File: src/verilog/axis_origin_regs.svh
// Register offsets, field bits, reset values and timing for the origin sequencer.
// Assumes one 100 MHz clock and a 32-bit AXI4-Lite register port.
`ifndef AXIS_ORIGIN_REGS_SVH
`define AXIS_ORIGIN_REGS_SVH
`define A_CTRL     8'h00
`define A_CFG      8'h04
`define A_HIRATE   8'h08
`define A_LORATE   8'h0c
`define A_OFFSET   8'h10
`define A_CMD      8'h14
`define A_PRESET   8'h18
`define A_STAT     8'h1c
`define A_POS      8'h20
`define A_ABSORG   8'h24
`define A_ACCEL    8'h28
`define B_SEARCH   1
`define B_FORCE    5
`define B_ABSSET   6
`define B_CMD_SRCH 0
`define B_CMD_PRE  1
`define B_CMD_IOW  2
`define CFG_RST    32'h0000_0000
`define HIRATE_RST 32'h0000_0100
`define LORATE_RST 32'h0000_0010
`define ACCEL_RST  32'h0000_0008
`define NEAR_DIST  32'h0000_0040
`define MAX_REV    2'h3
`define RESP_OK    2'h0
`define RESP_ERR   2'h2
`define TICK_NS    1000
`define CLK_NS     10
`define TICK_CYC   ((`TICK_NS + `CLK_NS - 1) / `CLK_NS)
`endif

File: src/verilog/axis_origin_pkg.sv
// Types of the origin sequencer: states, configuration, bus carriers, state record.
// Assumes axis_origin_regs.svh on the include path.
`include "axis_origin_regs.svh"
package axis_origin_pkg;
  typedef enum logic [2:0] {
    ST_IDLE = 3'h0, ST_HIGH = 3'h1, ST_LOW = 3'h2,
    ST_ZWAIT = 3'h3, ST_REVSTOP = 3'h4, ST_MOVE = 3'h5
  } seq_state_t;
  typedef enum logic [1:0] {
    M_POWER_ON = 2'h0, M_REVERSE = 2'h1, M_ONE_DIR = 2'h2
  } method_t;
  typedef struct packed {
    logic [21:0] rsvd;
    logic auto_mode, abs_enc, prox_present, prox_nc;
    logic lim_decel, dec_by_limit, init_cw, zdir_cw;
    method_t method;
  } cfg_t;
  typedef struct packed {
    logic awvalid; logic [7:0] awaddr;
    logic wvalid; logic [31:0] wdata; logic [3:0] wstrb;
    logic bready; logic arvalid; logic [7:0] araddr; logic rready;
  } axil_req_t;
  typedef struct packed {
    logic awready, wready, bvalid; logic [1:0] bresp;
    logic arready, rvalid; logic [31:0] rdata; logic [1:0] rresp;
  } axil_rsp_t;
  typedef struct packed {
    seq_state_t state; logic dir_cw, trig_cw; logic [1:0] rev_cnt;
    logic signed [31:0] speed; logic [15:0] tick_cnt;
    logic [31:0] origin, por_pos, abs_org, target;
    logic por_done, no_origin, err, done;
    logic [3:0] s1, s2; logic prev_z, prv_srch, prv_force, prv_abs, prv_lock;
    logic [31:0] ctrl; cfg_t cfg; logic [31:0] hirate, lorate, offset, accel, preset;
    logic aw_got, w_got; logic [7:0] awaddr; logic [31:0] wdata; logic [3:0] wstrb;
    logic bvalid, rvalid; logic [1:0] bresp, rresp; logic [31:0] rdata;
  } seq_t;
endpackage

File: src/verilog/axis_origin_search_sequencer.sv
// One axis of origin search, forced origin, preset and absolute restore.
// Assumes inputs synchronous to aclk except the four field inputs, synced here.
`timescale 1ns/10ps
`include "axis_origin_regs.svh"
module axis_origin_search_sequencer #(
  parameter int unsigned TICK_CYCLES = `TICK_CYC
) (
  input  wire logic                       aclk,
  input  wire logic                       aresetn,
  input  wire axis_origin_pkg::axil_req_t axi_req,
  output axis_origin_pkg::axil_rsp_t      axi_rsp,
  input  wire logic                       cw_limit_n,
  input  wire logic                       ccw_limit_n,
  input  wire logic                       prox_in,
  input  wire logic                       phase_z,
  input  wire logic [31:0]                enc_pos,
  input  wire logic [31:0]                abs_data,
  input  wire logic                       servo_lock,
  output logic signed [31:0]              speed_cmd,
  output logic                            no_origin,
  output logic                            search_err,
  output logic                            search_busy
);

  generate
    if (TICK_CYCLES < 1 || TICK_CYCLES > 65535) begin : g_bad
      $error("TICK_CYCLES out of range");
    end
  endgenerate

  axis_origin_pkg::seq_t s_ff;
  axis_origin_pkg::seq_t nxt_s;
  axis_origin_pkg::cfg_t cfg;

  logic               cw_act;
  logic               ccw_act;
  logic               prox_act;
  logic               z_rise;
  logic               lim_ahead;
  logic               use_lim;
  logic               detect;
  logic               trig_lvl;
  logic               tick;
  logic               manual;
  logic               start;
  logic               rev_req;
  logic               fail;
  logic               near;
  logic [31:0]        cmd_w;
  logic [31:0]        rd_val;
  logic               rd_hit;
  logic signed [31:0] mag;
  logic signed [31:0] tgt;
  logic signed [31:0] err_pos;
  logic signed [31:0] spd_up;
  logic signed [31:0] spd_dn;

  function automatic logic [31:0] merge(input logic [31:0] old,
                                        input logic [31:0] dat,
                                        input logic [3:0]  strb);
    logic [31:0] r;
    r = old;
    for (int i = 0; i < 4; i++) begin
      if (strb[i]) begin
        r[i*8 +: 8] = dat[i*8 +: 8];
      end
    end
    return r;
  endfunction

  assign cfg = s_ff.cfg;

  // ----------------------------------------------------------------
  // Bus handshakes and outputs
  // ----------------------------------------------------------------
  assign axi_rsp.awready = !s_ff.aw_got && !s_ff.bvalid;
  assign axi_rsp.wready  = !s_ff.w_got && !s_ff.bvalid;
  assign axi_rsp.bvalid  = s_ff.bvalid;
  assign axi_rsp.bresp   = s_ff.bresp;
  assign axi_rsp.arready = !s_ff.rvalid;
  assign axi_rsp.rvalid  = s_ff.rvalid;
  assign axi_rsp.rdata   = s_ff.rdata;
  assign axi_rsp.rresp   = s_ff.rresp;
  assign speed_cmd       = s_ff.speed;
  assign no_origin       = s_ff.no_origin;
  assign search_err      = s_ff.err;
  assign search_busy     = s_ff.state != axis_origin_pkg::ST_IDLE;

  // ----------------------------------------------------------------
  // Read mux
  // ----------------------------------------------------------------
  always_comb begin
    rd_val = 32'h0000_0000;
    rd_hit = 1'b1;
    unique case (axi_req.araddr)
      `A_CTRL:   rd_val = s_ff.ctrl;
      `A_CFG:    rd_val = s_ff.cfg;
      `A_HIRATE: rd_val = s_ff.hirate;
      `A_LORATE: rd_val = s_ff.lorate;
      `A_OFFSET: rd_val = s_ff.offset;
      `A_CMD:    rd_val = 32'h0000_0000;
      `A_PRESET: rd_val = s_ff.preset;
      `A_STAT:   rd_val = {28'h000_0000, s_ff.done, search_busy, s_ff.err, s_ff.no_origin};
      `A_POS:    rd_val = enc_pos - s_ff.origin;
      `A_ABSORG: rd_val = s_ff.abs_org;
      `A_ACCEL:  rd_val = s_ff.accel;
      default:   rd_hit = 1'b0;
    endcase
  end

  // ----------------------------------------------------------------
  // Next state
  // ----------------------------------------------------------------
  always_comb begin
    nxt_s = s_ff;
    cmd_w = 32'h0000_0000;
    rev_req = 1'b0;
    fail = 1'b0;

    // Input synchronisers and decoded levels
    nxt_s.s1 = {phase_z, prox_in, ccw_limit_n, cw_limit_n};
    nxt_s.s2 = s_ff.s1;
    nxt_s.prev_z = s_ff.s2[3];
    cw_act = !s_ff.s2[0];
    ccw_act = !s_ff.s2[1];
    prox_act = s_ff.s2[2] ^ cfg.prox_nc;
    z_rise = s_ff.s2[3] && !s_ff.prev_z;
    lim_ahead = s_ff.dir_cw ? cw_act : ccw_act;
    use_lim = cfg.dec_by_limit || !cfg.prox_present;
    detect = use_lim ? lim_ahead : prox_act;
    trig_lvl = use_lim ? (s_ff.trig_cw ? cw_act : ccw_act) : prox_act;
    manual = !cfg.auto_mode;

    // Bus write channel
    if (axi_req.awvalid && axi_rsp.awready) begin
      nxt_s.aw_got = 1'b1;
      nxt_s.awaddr = axi_req.awaddr;
    end
    if (axi_req.wvalid && axi_rsp.wready) begin
      nxt_s.w_got = 1'b1;
      nxt_s.wdata = axi_req.wdata;
      nxt_s.wstrb = axi_req.wstrb;
    end
    if (s_ff.bvalid && axi_req.bready) begin
      nxt_s.bvalid = 1'b0;
    end
    if (s_ff.aw_got && s_ff.w_got) begin
      nxt_s.aw_got = 1'b0;
      nxt_s.w_got = 1'b0;
      nxt_s.bvalid = 1'b1;
      nxt_s.bresp = `RESP_OK;
      unique case (s_ff.awaddr)
        `A_CTRL:   nxt_s.ctrl = merge(s_ff.ctrl, s_ff.wdata, s_ff.wstrb);
        `A_CFG:    nxt_s.cfg = merge(s_ff.cfg, s_ff.wdata, s_ff.wstrb);
        `A_HIRATE: nxt_s.hirate = merge(s_ff.hirate, s_ff.wdata, s_ff.wstrb);
        `A_LORATE: nxt_s.lorate = merge(s_ff.lorate, s_ff.wdata, s_ff.wstrb);
        `A_OFFSET: nxt_s.offset = merge(s_ff.offset, s_ff.wdata, s_ff.wstrb);
        `A_CMD:    cmd_w = merge(32'h0000_0000, s_ff.wdata, s_ff.wstrb);
        `A_PRESET: nxt_s.preset = merge(s_ff.preset, s_ff.wdata, s_ff.wstrb);
        `A_ACCEL:  nxt_s.accel = merge(s_ff.accel, s_ff.wdata, s_ff.wstrb);
        `A_STAT, `A_POS, `A_ABSORG: nxt_s.bresp = `RESP_OK;
        default:   nxt_s.bresp = `RESP_ERR;
      endcase
    end

    // Bus read channel
    if (s_ff.rvalid && axi_req.rready) begin
      nxt_s.rvalid = 1'b0;
    end
    if (axi_req.arvalid && axi_rsp.arready) begin
      nxt_s.rvalid = 1'b1;
      nxt_s.rdata = rd_val;
      nxt_s.rresp = rd_hit ? `RESP_OK : `RESP_ERR;
    end

    // Control word edges
    nxt_s.prv_srch = s_ff.ctrl[`B_SEARCH];
    nxt_s.prv_force = s_ff.ctrl[`B_FORCE];
    nxt_s.prv_abs = s_ff.ctrl[`B_ABSSET];
    nxt_s.prv_lock = servo_lock;
    start = (manual && s_ff.ctrl[`B_SEARCH] && !s_ff.prv_srch)
         || (!manual && cmd_w[`B_CMD_SRCH]);

    // Profile tick
    tick = s_ff.tick_cnt == 16'(TICK_CYCLES - 1);
    nxt_s.tick_cnt = tick ? 16'h0000 : s_ff.tick_cnt + 16'h0001;

    // Speed target for the current phase
    err_pos = s_ff.target - enc_pos;
    near = (err_pos < 0 ? -err_pos : err_pos) <= $signed(`NEAR_DIST);
    unique case (s_ff.state)
      axis_origin_pkg::ST_HIGH: mag = s_ff.hirate;
      axis_origin_pkg::ST_LOW, axis_origin_pkg::ST_ZWAIT: mag = s_ff.lorate;
      axis_origin_pkg::ST_MOVE: mag = near ? s_ff.lorate : s_ff.hirate;
      default: mag = 32'sh0000_0000;
    endcase
    tgt = s_ff.dir_cw ? mag : -mag;

    // Ramped approach toward the target speed
    spd_up = s_ff.speed + s_ff.accel;
    spd_dn = s_ff.speed - s_ff.accel;
    if (tick) begin
      if (s_ff.speed < tgt) begin
        nxt_s.speed = (spd_up > tgt) ? tgt : spd_up;
      end else if (s_ff.speed > tgt) begin
        nxt_s.speed = (spd_dn < tgt) ? tgt : spd_dn;
      end
    end

    // ----------------------------------------------------------------
    // Search sequence
    // ----------------------------------------------------------------
    unique case (s_ff.state)
      axis_origin_pkg::ST_IDLE: begin
        if (start) begin
          nxt_s.err = 1'b0;
          nxt_s.done = 1'b0;
          nxt_s.rev_cnt = 2'h0;
          nxt_s.no_origin = 1'b1;
          unique case (cfg.method)
            axis_origin_pkg::M_POWER_ON: begin
              nxt_s.target = s_ff.por_pos;
              nxt_s.state = axis_origin_pkg::ST_MOVE;
            end
            axis_origin_pkg::M_REVERSE: begin
              nxt_s.dir_cw = cfg.init_cw;
              nxt_s.state = axis_origin_pkg::ST_HIGH;
            end
            axis_origin_pkg::M_ONE_DIR: begin
              nxt_s.dir_cw = cfg.zdir_cw;
              nxt_s.state = axis_origin_pkg::ST_HIGH;
            end
            default: fail = 1'b1;
          endcase
        end
      end
      axis_origin_pkg::ST_HIGH: begin
        if (detect) begin
          nxt_s.trig_cw = s_ff.dir_cw;
          nxt_s.dir_cw = use_lim ? !s_ff.dir_cw : cfg.zdir_cw;
          nxt_s.state = axis_origin_pkg::ST_LOW;
        end else if (lim_ahead) begin
          rev_req = 1'b1;
        end
      end
      axis_origin_pkg::ST_LOW: begin
        if (!trig_lvl) begin
          nxt_s.state = axis_origin_pkg::ST_ZWAIT;
        end else if (lim_ahead) begin
          rev_req = 1'b1;
        end
      end
      axis_origin_pkg::ST_ZWAIT: begin
        if (z_rise) begin
          nxt_s.speed = 32'sh0000_0000;
          nxt_s.origin = enc_pos;
          if (s_ff.offset != 32'h0000_0000) begin
            nxt_s.target = enc_pos + s_ff.offset;
            nxt_s.state = axis_origin_pkg::ST_MOVE;
          end else begin
            nxt_s.no_origin = 1'b0;
            nxt_s.done = 1'b1;
            nxt_s.state = axis_origin_pkg::ST_IDLE;
          end
        end else if (lim_ahead) begin
          fail = 1'b1;
        end
      end
      axis_origin_pkg::ST_REVSTOP: begin
        if (s_ff.speed == 32'sh0000_0000) begin
          nxt_s.dir_cw = !s_ff.dir_cw;
          nxt_s.state = axis_origin_pkg::ST_HIGH;
        end
      end
      axis_origin_pkg::ST_MOVE: begin
        nxt_s.dir_cw = err_pos > 0;
        if (err_pos == 32'sh0000_0000) begin
          nxt_s.speed = 32'sh0000_0000;
          nxt_s.origin = enc_pos;
          nxt_s.no_origin = 1'b0;
          nxt_s.done = 1'b1;
          nxt_s.state = axis_origin_pkg::ST_IDLE;
        end
      end
      default: fail = 1'b1;
    endcase

    // Limit reached while searching
    if (rev_req) begin
      if (cfg.method != axis_origin_pkg::M_REVERSE || s_ff.rev_cnt == `MAX_REV) begin
        fail = 1'b1;
      end else begin
        nxt_s.rev_cnt = s_ff.rev_cnt + 2'h1;
        if (cfg.lim_decel) begin
          nxt_s.state = axis_origin_pkg::ST_REVSTOP;
        end else begin
          nxt_s.speed = 32'sh0000_0000;
          nxt_s.dir_cw = !s_ff.dir_cw;
          nxt_s.state = axis_origin_pkg::ST_HIGH;
        end
      end
    end
    if (fail) begin
      nxt_s.speed = 32'sh0000_0000;
      nxt_s.err = 1'b1;
      nxt_s.no_origin = 1'b1;
      nxt_s.state = axis_origin_pkg::ST_IDLE;
    end

    // ----------------------------------------------------------------
    // Origin set without motion
    // ----------------------------------------------------------------
    if (s_ff.state == axis_origin_pkg::ST_IDLE && !start) begin
      if (manual && s_ff.ctrl[`B_FORCE] && !s_ff.prv_force
          && s_ff.speed == 32'sh0000_0000) begin
        nxt_s.origin = enc_pos;
        nxt_s.no_origin = 1'b0;
      end else if ((manual && cmd_w[`B_CMD_IOW]) || (!manual && cmd_w[`B_CMD_PRE])) begin
        nxt_s.origin = enc_pos - s_ff.preset;
        nxt_s.no_origin = 1'b0;
      end else if (cfg.abs_enc && servo_lock && !s_ff.prv_lock) begin
        nxt_s.origin = enc_pos - abs_data + s_ff.abs_org;
        nxt_s.no_origin = 1'b0;
      end
    end
    if (s_ff.ctrl[`B_ABSSET] && !s_ff.prv_abs) begin
      nxt_s.abs_org = abs_data;
    end

    // First cycle after reset release
    if (!s_ff.por_done) begin
      nxt_s.por_done = 1'b1;
      nxt_s.por_pos = enc_pos;
      if (cfg.method == axis_origin_pkg::M_POWER_ON) begin
        nxt_s.origin = enc_pos;
        nxt_s.no_origin = 1'b0;
      end
    end
  end

  // ----------------------------------------------------------------
  // State register
  // ----------------------------------------------------------------
  always_ff @(posedge aclk) begin
    if (!aresetn) begin
      s_ff <= '0;
      s_ff.cfg <= `CFG_RST;
      s_ff.hirate <= `HIRATE_RST;
      s_ff.lorate <= `LORATE_RST;
      s_ff.accel <= `ACCEL_RST;
      s_ff.no_origin <= 1'b1;
    end else begin
      s_ff <= nxt_s;
    end
  end

endmodule

File: config.mk
export PLATFORM = sky130hd
export DESIGN_NAME = axis_origin_search_sequencer
export DESIGN_NICKNAME = d
export VERILOG_FILES = /design/src/verilog/axis_origin_pkg.sv /design/src/verilog/axis_origin_search_sequencer.sv
export VERILOG_INCLUDE_DIRS = /design/src /design/src/verilog
export SDC_FILE = /design/constraint.sdc
export NUM_CORES = 2
export LEC_CHECK = 0
export BUFFER_PORTS_ARGS = -buffer_cell sky130_fd_sc_hd__clkbuf_2
export CORE_ASPECT_RATIO = 1.4
export CORE_UTILIZATION = 45
export DETAILED_ROUTE_END_ITERATION = 8
export GPL_ROUTABILITY_DRIVEN = 1
export SLEW_MARGIN = 40
export SYNTH_ARGS = -nofsm -noshare
export SYNTH_HDL_FRONTEND = slang
export SYNTH_SLANG_ARGS = --single-unit
File: constraint.sdc
create_clock -name aclk -period 18.8 [get_ports aclk]
set_input_delay 2.82 -clock aclk [delete_from_list [all_inputs] [get_ports aclk]]
set_output_delay 2.82 -clock aclk [all_outputs]
set_load 0.05 [all_outputs]
==> impl_metrics.toml <==
[die]
ioPinCount = 204
coreArea_sq_mm = 0.0856
die-area_sq_mm = 0.0876
die_h_microns = 350
die_x_microns = 250
start_util = 0.454
num_rows = 127

[clock_network]
clockRootBuffer = "clkbuf_16"
cts_buffer_depth = 3
cts_resized = 0
cts_setup_buffers = 0
cts_tree = "built"
clkSinkCount = 506
cts_buffers = 54
htreeDepth = 2
clock_latency_ns = 0.65
clk_pin_slew_ns = 0.07
holdBufCountCts = 0

[logic_synthesis]
yosysMostFrequentCell = "nand2_1"
synth_cells = 5112
synth_top_area_share = 0.261
synth.largest_area_cell = "dfxtp_1"
synth_seq_area_share = 0.261
ys_top_cells_by_count = "nand2_1 (570), dfxtp_1 (506), a21oi_1 (502)"
syn_area_sq_mm = 0.0389
synth.distinct_cells = 91
synth_warnings = 0
ys_top_cells_by_area = "dfxtp_1 (26%), ha_1 (10%), a21oi_1 (6.5%)"
syn_avg_cell_area_sq_um = 7.61
ys_async_sr_fraction = 0
synth_edf_count = 0
ys_ff_latch = 506
synth_flop_cell = "dfxtp_1"

[sta]
whs_ns = 0.440
fin_skew_ns = 0.0331
setup-tns-final_ns = 0
fmax_mhz = 73.6
setup_violations = 0
tightest_slew_ns = 0.818
period_needed_ns = 13.59
slew_viol_final = 0
slew-limit-headroom = 0.441
fin_crit_sh = 0.723
rsz0062_at_grt = "false"
hold_viol = 0

[critical_path]
cp.arrival_ns = 14.11
cp-start-kind = "primary input"
crit_family = "compound AO/OA/AOI/OAI gates"
cp-end-kind = "flop"
max_stage_delay_ns = 0.79
cp_data_required_time_ns = 19.31
crit_fanout = 36
worstSetupPathType = "in -> reg"
slowest_stage = "a2111oi_0"
path_buf_inv = 3

[detailed_routing]
postRouteWirelength_mm = 143
vias_per_cell = 6.09
drt-initial-drc-count = 3247
ant_nets = 0
routedWlPerCell_microns = 23.0
drt_first_pass_iters = 6
num_vias = 37832
drc = 0

[cells_and_area]
drive_gt1_frac = 0.0864
synthToLayoutAreaGrowth_pct = 8.41
fin_nets = 5560
fillers = 8587
fin_cells = 6215

[power_and_ir_drop]
p_leak_nw = 17.8
peakVddDrop_uv = 60.3
cellPowerDensity_mw_per_mm2 = 62.7

[outcome]
outcome = "finished, final reports clean"

[grt]
grt_start_max_net_pins = 122
grt_antenna_before_repair = 4
grt-ovfl-total = 0
grt_usage = 0.317
grt_pass1_wl_mm = 215
grt_pass1_vias = 35559

[min_path]
hp-class = "reg -> reg"

[job]
cap_violations = 0

[placed_design]
dp.cells = 6114
place_congestion = 0.958
hpwl_mm = 111
numPortBuffers = 201
-- report_power, final --
| part | total (mW) | internal [mW] | switching (mW) |
|---|---|---|---|
| sequential | 1.11 | 1.09 | 0.0235 |
| combinational | 0.391 | 0.137 | 0.254 |
| clock | 1.14 | 0.651 | 0.489 |
-- cell type report --
class	instances	area, sq um	area share
Inverter	314	1190	0.0281
Timing Repair Buffer	260	1460	0.0347
Antenna cell	2	5.00	0.000119
Sequential cell	506	10100	0.240
Tap cell	1096	1370	0.0325
Clock inverter	21	230	0.00546
Multi-Input combinational cell	3938	26100	0.620
Clock buffer	78	1620	0.0383
-- stage by stage --
| stage | cell area (sq um) | power [mW] | util | worst slack [ns] |
|---|---|---|---|---|
| after detailed placement | 40300 | 1.52 | 0.470 | 4.77 |
| after global placement | 40200 | 1.52 | 0.469 | 4.53 |
| after floorplan | 38900 | 1.40 | - | 6.73 |
| after CTS | 42100 | 2.65 | 0.492 | 5.39 |
| final | 42200 | 2.64 | 0.492 | 5.21 |
| after global routing | 42200 | 2.74 | 0.492 | 4.52 |
-- logic make-up (layout without fill, tap and decap cells) --
group,count (synthesis),after routing,synth area share
AOI/OAI and AO/OA,1448,1448,0.243
xor gates and xnor gates,222,222,0.0500
adders and majority gates,358,358,0.122
buffers and inverters,669,673,0.0715
DFF,506,506,0.261
muxes,158,158,0.0409
other,1,4,0.0000964
and+or+nand+nor,1750,1750,0.211
-- state kept, by name, indices dropped and copies added (netlist names) --
| name | flops |
|---|---|
| s_ff | 396 |
| axi_rsp | 36 |
| speed_cmd | 32 |
| search_err | 1 |
| nxt_s | 8 |
| cfg | 32 |
| no_origin | 1 |
-- path summary, 6_finish.rpt --
kind	start	to	slack, ns	cells past startpoint
setup reg to reg	s_ff[336]	speed_cmd[30]	7.41	32
hold / removal	nxt_s[316]	nxt_s[312]	0.44	1
setup / recovery	enc_pos[11]	speed_cmd[30]	5.21	34
hold reg to reg	nxt_s[316]	nxt_s[312]	0.44	1
-- layout by cell type, fill, tap and decap left out, types with 98 or more instances in the layout --
cell / instances
nand3_1: 232
xnor2_1: 139
nor2_1: 408
o21ai_0: 212
ha_1: 321
dfxtp_1: 505
a21oi_1: 501
mux2i_1: 151
a22oi_1: 98
inv_1: 313
nand2_1: 567
clkbuf_2: 200
-- per-layer routing --
| layer | share of wire | wire (microns) | up-vias | track usage |
|---|---|---|---|---|
| li1 | - | - | 18150 | - |
| met1 | 0.41 | 58800 | 18100 | 0.388 |
| met2 | 0.48 | 69200 | 1294 | 0.553 |
| met3 | 0.057 | 8210 | 286 | 0.0342 |
| met4 | 0.048 | 6940 | 2 | 0.149 |
| met5 | 0.000077 | 11 | - | 0 |
Power figures use the tool's default switching activity.
